**config.mk**
```make
export PLATFORM = sky130hd
export DESIGN_NAME = adcc_ctrl
export DESIGN_NICKNAME = d
export VERILOG_FILES = /design/src/inc/adcc_pkg.sv /design/src/core/adcc_ctrl.sv
export VERILOG_INCLUDE_DIRS = /design/src /design/src/inc
export SDC_FILE = /design/constraint.sdc
export NUM_CORES = 1
export LEC_CHECK = 0
export BUFFER_PORTS_ARGS = -buffer_cell sky130_fd_sc_hd__buf_2
export CORE_ASPECT_RATIO = 1.25
export CORE_MARGIN = 1.5
export CORE_UTILIZATION = 55
export DETAILED_ROUTE_END_ITERATION = 12
export PLACE_DENSITY = 0.87
export SKIP_CTS_REPAIR_TIMING = 1
export SLEW_MARGIN = 40
export SYNTH_ARGS = -nofsm -noshare
export SYNTH_HDL_FRONTEND = slang
export SYNTH_SLANG_ARGS = --single-unit
```
**constraint.sdc**
```tcl
create_clock -name i_clk -period 3.7 [get_ports i_clk]
set_input_delay 0.185 -clock i_clk [delete_from_list [all_inputs] [get_ports i_clk]]
set_output_delay 0.185 -clock i_clk [all_outputs]
set_load 0.02 [all_outputs]
```
**src/inc/adcc_defs.svh**
```systemverilog
// Constants for the converter control block: offsets, fields, counts.
// Assumes inclusion by bare name from the include path.
`ifndef ADCC_DEFS_SVH
`define ADCC_DEFS_SVH
`define AC_OFS_CTL 2'h0
`define AC_OFS_CLK 2'h1
`define AC_OFS_RH 2'h2
`define AC_OFS_RL 2'h3
`define AC_CTL_RST 8'h00
`define AC_CLK_RST 3'h0
`define AC_EN_BIT 0
`define AC_GO_BIT 1
`define AC_CHS_MSB 4
`define AC_CHS_LSB 2
`define AC_REF_BIT 6
`define AC_FMT_BIT 7
`define AC_CS_MSB 6
`define AC_CS_LSB 4
`define AC_FRC_CODE 2'h3
`define AC_LAST_TAD 4'hA
`define AC_ABORT_LAST 4'h1
`define AC_SAR_MSB 10'h200
`define AC_DIV_BASE 3'h1
`endif

```
**src/inc/adcc_pkg.sv**
```systemverilog
// Types shared by the converter control block.
// Assumes nothing of its surroundings.
package adcc_pkg;
  typedef enum logic [1:0] {ST_IDLE, ST_WAIT, ST_CONV, ST_ABORT}
    adcc_state_t;
endpackage : adcc_pkg

```
**src/core/adcc_ctrl.sv**
```systemverilog
// Control and sequencing for a 10-bit successive-approximation converter.
// Assumes synchronous inputs, an analog core that answers i_cmp each
// conversion clock period, and a plain register port.
`timescale 1ns/100ps
`default_nettype none
`include "adcc_defs.svh"

module adcc_ctrl
  import adcc_pkg::*;
#(
  parameter int DIV_W = 6
)
(
  input  wire logic        i_clk,
  input  wire logic        i_arst_n,
  input  wire logic [1:0]  i_addr,
  input  wire logic [7:0]  i_wdata,
  input  wire logic        i_wr,
  input  wire logic        i_rd,
  output logic      [7:0]  o_rdata,
  input  wire logic        i_sleep,
  input  wire logic        i_irq_enable,
  input  wire logic        i_flag_clear,
  input  wire logic        i_frc_tick,
  input  wire logic        i_instr_tick,
  input  wire logic        i_cmp,
  output logic             o_powered,
  output logic             o_acquire,
  output logic      [2:0]  o_channel,
  output logic             o_ref_ext,
  output logic      [9:0]  o_dac_code,
  output logic             o_done_flag,
  output logic             o_wake,
  output logic             o_busy
);

  logic             ctl_en;
  logic             ctl_fmt;
  logic             ctl_ref;
  logic [2:0]       ctl_chs;
  logic [2:0]       clk_sel;
  logic [7:0]       res_h;
  logic [7:0]       res_l;
  adcc_state_t      state;
  adcc_state_t      next_state;
  logic [3:0]       tad_cnt;
  logic [3:0]       next_tad;
  logic [9:0]       sar;
  logic [9:0]       mask;
  logic [DIV_W-1:0] div_cnt;
  logic             pdown;

  // Register port decode.
  wire wr_ctl = i_wr & (i_addr == `AC_OFS_CTL);
  wire wr_clk = i_wr & (i_addr == `AC_OFS_CLK);
  wire wr_rh  = i_wr & (i_addr == `AC_OFS_RH);
  wire wr_rl  = i_wr & (i_addr == `AC_OFS_RL);
  wire w_go   = i_wdata[`AC_GO_BIT];
  wire w_en   = i_wdata[`AC_EN_BIT];

  // Status and clock source decode.
  wire busy   = (state == ST_WAIT) | (state == ST_CONV);
  wire is_frc = clk_sel[1:0] == `AC_FRC_CODE;

  // Divide by two to the power one plus two times the low bits plus
  // the high bit: codes give 2, 4, 8, 16, 32 and 64.
  wire [2:0] div_exp = `AC_DIV_BASE + {clk_sel[1:0], 1'b0}
                       + {2'h0, clk_sel[2]};
  wire [DIV_W:0] div_full = ({{DIV_W{1'b0}}, 1'b1} << div_exp);
  wire [DIV_W-1:0] div_top = div_full[DIV_W-1:0] - 1'b1;
  wire div_tick = div_cnt == div_top;
  wire tad_tick = is_frc ? i_frc_tick : div_tick;

  // Conversion events. A start needs the enable from an earlier write,
  // so a write that both enables and starts only enables; a software
  // abort differs from a kill in that it keeps the two-period gap.
  wire sleep_blk   = i_sleep & ~is_frc;
  wire start       = wr_ctl & w_go & w_en & ctl_en & ~busy
                     & (state != ST_ABORT) & ~sleep_blk;
  wire sleep_abort = busy & sleep_blk;
  wire kill        = sleep_abort | (wr_ctl & ~w_en & busy);
  wire sw_abort    = wr_ctl & ~w_go & busy;
  wire complete    = (state == ST_CONV) & tad_tick
                     & (tad_cnt == `AC_LAST_TAD);
  wire abort_end   = (state == ST_ABORT) & tad_tick
                     & (tad_cnt == `AC_ABORT_LAST);

  // Next trial value: keep or drop the bit under test, try the next.
  wire [9:0] next_sar = (i_cmp ? sar : (sar & ~mask)) | (mask >> 1);

  // Result bytes in the selected justification.
  wire [7:0] fmt_h = ctl_fmt ? {6'h00, next_sar[9:8]}
                             : next_sar[9:2];
  wire [7:0] fmt_l = ctl_fmt ? next_sar[7:0]
                             : {next_sar[1:0], 6'h00};

  // Read data selection; unimplemented bits read as zero.
  wire [7:0] ctl_rd = {ctl_fmt, ctl_ref, 1'b0, ctl_chs, busy,
                       ctl_en};
  wire [7:0] clk_rd = {1'b0, clk_sel, 4'h0};
  wire [7:0] rd_mux = (i_addr == `AC_OFS_CTL) ? ctl_rd :
                      (i_addr == `AC_OFS_CLK) ? clk_rd :
                      (i_addr == `AC_OFS_RH)  ? res_h  : res_l;

  // Power-down in Sleep after a Sleep abort or a completion with interrupts off, released when Sleep falls.
  // Release on the fall of Sleep means no register bit has to change.
  wire pd_set = sleep_abort
                | (complete & i_sleep & ~i_irq_enable);
  wire next_pd = i_sleep & (pdown | pd_set);

  // Sequencer next state.
  // A kill beats an abort, and both beat the normal flow.
  always_comb
  begin
    next_state = state;
    if (kill)
      next_state = ST_IDLE;
    else if (sw_abort)
      next_state = ST_ABORT;
    else
      unique case (state)
        ST_IDLE:
          if (start)
            next_state = is_frc ? ST_WAIT : ST_CONV;
        ST_WAIT:
          if (i_instr_tick)
            next_state = ST_CONV;
        ST_CONV:
          if (complete)
            next_state = ST_IDLE;
        ST_ABORT:
          if (abort_end)
            next_state = ST_IDLE;
      endcase
  end

  // Period counter restarts on every state change.
  always_comb
  begin
    if (next_state != state)
      next_tad = 4'h0;
    else if (tad_tick)
      next_tad = tad_cnt + 4'h1;
    else
      next_tad = tad_cnt;
  end

  // Sequencer and period counters.
  always_ff @(posedge i_clk or negedge i_arst_n)
  begin
    if (!i_arst_n)
    begin
      state   <= ST_IDLE;
      tad_cnt <= 4'h0;
      div_cnt <= '0;
      pdown   <= 1'b0;
    end
    else
    begin
      state   <= next_state;
      tad_cnt <= next_tad;
      div_cnt <= (next_state != state || div_tick) ? '0
                 : div_cnt + 1'b1;
      pdown   <= next_pd;
    end
  end

  // Successive approximation: first period sets the top trial bit,
  // each later period resolves one bit from the core's comparator.
  always_ff @(posedge i_clk or negedge i_arst_n)
  begin
    if (!i_arst_n)
    begin
      sar  <= 10'h000;
      mask <= 10'h000;
    end
    else if (state != ST_CONV)
    begin
      sar  <= 10'h000;
      mask <= `AC_SAR_MSB;
    end
    else if (tad_tick && tad_cnt == 4'h0)
      sar <= mask;
    else if (tad_tick)
    begin
      sar  <= next_sar;
      mask <= mask >> 1;
    end
  end

  // Control registers.
  always_ff @(posedge i_clk or negedge i_arst_n)
  begin
    if (!i_arst_n)
    begin
      ctl_en  <= 1'b0;
      ctl_fmt <= 1'b0;
      ctl_ref <= 1'b0;
      ctl_chs <= 3'h0;
      clk_sel <= `AC_CLK_RST;
    end
    else
    begin
      if (wr_ctl)
      begin
        ctl_en  <= w_en;
        ctl_fmt <= i_wdata[`AC_FMT_BIT];
        ctl_ref <= i_wdata[`AC_REF_BIT];
        ctl_chs <= i_wdata[`AC_CHS_MSB:`AC_CHS_LSB];
      end
      if (wr_clk)
        clk_sel <= i_wdata[`AC_CS_MSB:`AC_CS_LSB];
    end
  end

  // Result pair: both bytes load together; completion beats a write.
  // A write losing to completion keeps the pair from mixing two results.
  always_ff @(posedge i_clk or negedge i_arst_n)
  begin
    if (!i_arst_n)
    begin
      res_h <= 8'h00;
      res_l <= 8'h00;
    end
    else if (complete)
    begin
      res_h <= fmt_h;
      res_l <= fmt_l;
    end
    else
    begin
      if (wr_rh)
        res_h <= i_wdata;
      if (wr_rl)
        res_l <= i_wdata;
    end
  end

  // Done flag, wake pulse and read data.
  always_ff @(posedge i_clk or negedge i_arst_n)
  begin
    if (!i_arst_n)
    begin
      o_done_flag <= 1'b0;
      o_wake      <= 1'b0;
      o_rdata     <= 8'h00;
    end
    else
    begin
      o_done_flag <= complete | (o_done_flag & ~i_flag_clear);
      o_wake      <= complete & i_sleep & i_irq_enable;
      o_rdata     <= i_rd ? rd_mux : o_rdata;
    end
  end

  // Converter-facing controls.
  assign o_powered  = ctl_en & ~pdown;
  assign o_acquire  = o_powered & (state == ST_IDLE);
  assign o_channel  = ctl_chs;
  assign o_ref_ext  = ctl_ref;
  assign o_dac_code = sar;
  assign o_busy     = busy;

  // Helper count of periods spent converting, kept apart from the
  // sequencer's own counter so the eleven-period check is independent.
  logic [3:0] conv_ticks;
  always_ff @(posedge i_clk or negedge i_arst_n)
  begin
    if (!i_arst_n)
      conv_ticks <= 4'h0;
    else if (state != ST_CONV)
      conv_ticks <= 4'h0;
    else if (tad_tick)
      conv_ticks <= conv_ticks + 4'h1;
  end
endmodule : adcc_ctrl
`default_nettype wire

```
==> flow_summary_export.csv <==
group,metric,value,unit
clock_tree,htreeDepth,3,
worst_setup_path,critPathRequiredTime,3.98,ns
worst_setup_path,critPathMaxStageDelay,0.53,ns
worst_setup_path,critPathLaunchType,"flip-flop",
synth,synth_ff_type,"dfrtp_1",
min_path,min_from,"i_wdata[3]",
worst_setup_path,path_buf_inv,1,
floorplanning,rows,35,
synth,ys_top_cells_by_area,"dfrtp_1 41%, mux2i_1 9.4%, mux2_2 6.5%",
drt,wirelength,9240,um
power_and_ir_drop,ir_drop,0.335,mV
floorplanning,start_util,56.6,%
drt,antenna_left,0,
clock_tree,cts_root_buf,"clkbuf_8",
global_route,track_usage,23.5,%
min_path,holdPathEnd,"o_channel[1]",
floorplanning,chipHeight,100,um
final_layout,drive_above_1_share,25.1,%
clock_tree,cts_buffers,9,
clock_tree,clockBufferDepth,2,
drt,wl_per_cell,17.1,um
synth,yosysMostFrequentCell,"dfrtp_1",
sta,maxSlewViolCount,0,
drt,dr.pass1.iters,5,
synth,synth-edff-count,0,
worst_setup_path,crit_type,"reg -> reg",
drt,drtIter0Drc,218,
sta,skew,0.00870,ns
floorplanning,dieWidth,80.8,um
synth,netlist_top_cells_count,"68 x dfrtp_1, 43 x nand2_1, 39 x mux2i_1",
synth,yosysUniqueCellTypes,60,
global_route,grt_pass1_wl,14400,um
synth,synth_compound_gate_area_share,11.2,%
synth,synth.area.mux_share,18.7,%
final_layout,nNetsFinal,473,
final_layout,register_area,0.00170,mm2
final_layout,area_delta_synth_final,11.3,%
placement,dp_hpwl,6590,um
worst_setup_path,path_delay_family,"simple AND/OR/NAND/NOR gates",
min_path,min_path_type,"in -> reg",
clock_tree,clkLatencyLatePin,0.36,ns
synth,mappedNetlistArea,0.00417,mm2
final_layout,num-fill-cells,587,
placement,io_buffers,46,
synth,yosys.area_share.simple,18.9,%
global_route,grt_max_degree,47,
synth,ys_seq_elements,68,
sta,fin_crit_sh,86.6,%
global_route,grt_pass1_vias,2969,
synth,async_reset_ff_share,100,%
outcome,status,"finished clean",
power_and_ir_drop,leakage,2.12,nW
drt,drc,0,
worst_setup_path,slowest_stage,"dfrtp_1",
floorplanning,core_area,0.00736,mm2
synth,synth_top_area_share,40.9,%
floorplanning,dieArea,0.00811,mm2
sta,fin_ws,0.494,ns
clock_tree,clkTransAtPathRegs,0.08,ns
drt,vias,3163,
worst_setup_path,path_max_fanout,14,
worst_setup_path,end_kind,"flip-flop",
global_route,antenna_found_initial,0,
placement,dp_cells,522,
power_and_ir_drop,p_per_area,598,mW/mm2
power_and_ir_drop,finalPower,2.77,mW
sta,tns,0,ns
synth,synth_cells,399,
sta,finalSetupViolCount,0,
synth,synthesis.nets,430,
worst_setup_path,path_cells,"or3_2 -> ha_1 -> xor2_1 -> xnor2_1 -> o2111ai_4 -> a21oi_4 -> buf_4 -> and2_1 -> mux2i_1",
sta,slew-limit-headroom,47.1,%
synth,yosysTopAreaCell,"dfrtp_1",
placement,gp_congestion,0.855,
synth,yosysSeqAreaShare,40.9,%
synth,synth_top_family_by_area,"simple AND/OR/NAND/NOR gates",
synth,synthXorXnorAreaFrac,2.70,%
sta,finalHoldViolCount,0,
clock_tree,cts_tree,"built",
sta,period_needed,3.21,ns
synth,post_synth_fa_ha_maj_area_fraction,3.30,%
placement,dp_slack,0.513,ns
synth,yosysWarningCount,0,
final_layout,fin_util,63.0,%
sta,tightest_slew,0.790,ns
clock_tree,numClockSinks,68,
final_layout,final_cells,539,
worst_setup_path,reg2reg_depth,9,
worst_setup_path,crit_arrival,3.48,ns
worst_setup_path,rr_endpoint,"mask[3]",
job,maxCapViolCount,0,
final_layout,n_antenna_cell,0,
worst_setup_path,rr_startpoint,"clk_sel[2]",
worst_setup_path,ff2ff_setup_slack,0.49,ns
sta,fmax,312,MHz
floorplanning,ioPinCount,47,
sta,rsz0062_at_grt,"false",
final_layout,multi_input_area,0.00229,mm2
min_path,min_path_cells,2,
global_route,grt-ovfl-total,0,
synth,synth.avg_cell_area,10.4,um2
drt,viasPerCell,5.87,
## cell type report
| class | count | area share [%] |
|---|---|---|
| multi-input combinational | 302 | 49.4 |
| sequential | 68 | 36.7 |
| timing repair buffer | 52 | 6.04 |
| clock buffer | 10 | 2.75 |
| tap | 92 | 2.48 |
| clock inverter | 6 | 1.92 |
| inverter | 9 | 0.729 |
## cells by family (layout without fill, tap and decap cells)
| family | count (synthesis) | after routing |
|---|---|---|
| AOI/OAI and AO/OA | 66 | 66 |
| xor gates and xnor gates | 12 | 12 |
| adders and majority gates | 11 | 11 |
| buffers and inverters | 29 | 77 |
| DFF | 68 | 68 |
| muxes | 71 | 71 |
| and+or+nand+nor | 142 | 142 |
## cell usage in the layout (no fill, tap or decap), types with 4 or more instances in the layout
cell | Yosys | final
buf_2 | 0 | 45
a21o_1 | 7 | 7
nand3_1 | 8 | 8
nand2b_1 | 15 | 15
buf_4 | 2 | 6
xnor2_1 | 6 | 6
clkbuf_8 | 0 | 9
ha_1 | 11 | 10
a22oi_1 | 6 | 6
mux2_1 | 6 | 6
nor2_1 | 22 | 22
and2_1 | 5 | 5
o21ai_0 | 13 | 13
mux2_2 | 24 | 24
xor2_1 | 5 | 5
nor2_2 | 6 | 6
mux2i_1 | 39 | 39
nand2_1 | 43 | 43
inv_1 | 9 | 9
dfrtp_1 | 68 | 68
nand4_1 | 4 | 4
a21oi_1 | 14 | 14
nor2b_1 | 12 | 12
and3_1 | 5 | 5
## metal layers
metal	vias up	global-route usage [%]	share of wire, %
li1	1500	-	-
met1	1549	29.1	42
met2	100	39.6	51
met3	14	5.18	4.9
met4	0	9.15	1.8
met5	-	0	0
## through the flow
step                area, um2  hold slack [ns]
global route             4640           0.0836
global placement         4410            0.405
floorplan                4170           -0.111
finish                   4640           0.0917
detailed placement       4410            0.226
CTS                      4620           -0.150
## worst max path at each step
stage,start,end,cells past startpoint
global placement,clk_sel[2],mask[7],9
CTS,clk_sel[2],mask[3],9
finish,clk_sel[2],mask[3],9
floorplan,clk_sel[0],res_h[2],10
detailed placement,clk_sel[2],mask[1],9
global route,clk_sel[2],mask[6],9
## flip-flops by register name, summed over array words and instances, names as in the netlist
| signal | count |
|---|---|
| tad_cnt | 4 |
| o_rdata | 8 |
| clk_sel | 3 |
| ctl_en | 1 |
| mask | 10 |
| state | 2 |
| o_dac_code | 10 |
| o_wake | 1 |
| o_done_flag | 1 |
| div_cnt | 6 |
| res_l | 8 |
| o_ref_ext | 1 |
| o_channel | 3 |
| pdown | 1 |
| ctl_fmt | 1 |
| res_h | 8 |
## power breakdown
group / leakage, nW / internal [mW] / total [mW] / switching, mW
sequential: 0.864 / 0.876 / 1.02 / 0.143
combinational: 1.15 / 0.449 / 1.07 / 0.625
clock: 0.102 / 0.379 / 0.679 / 0.300
Power figures use the tool's default switching activity.
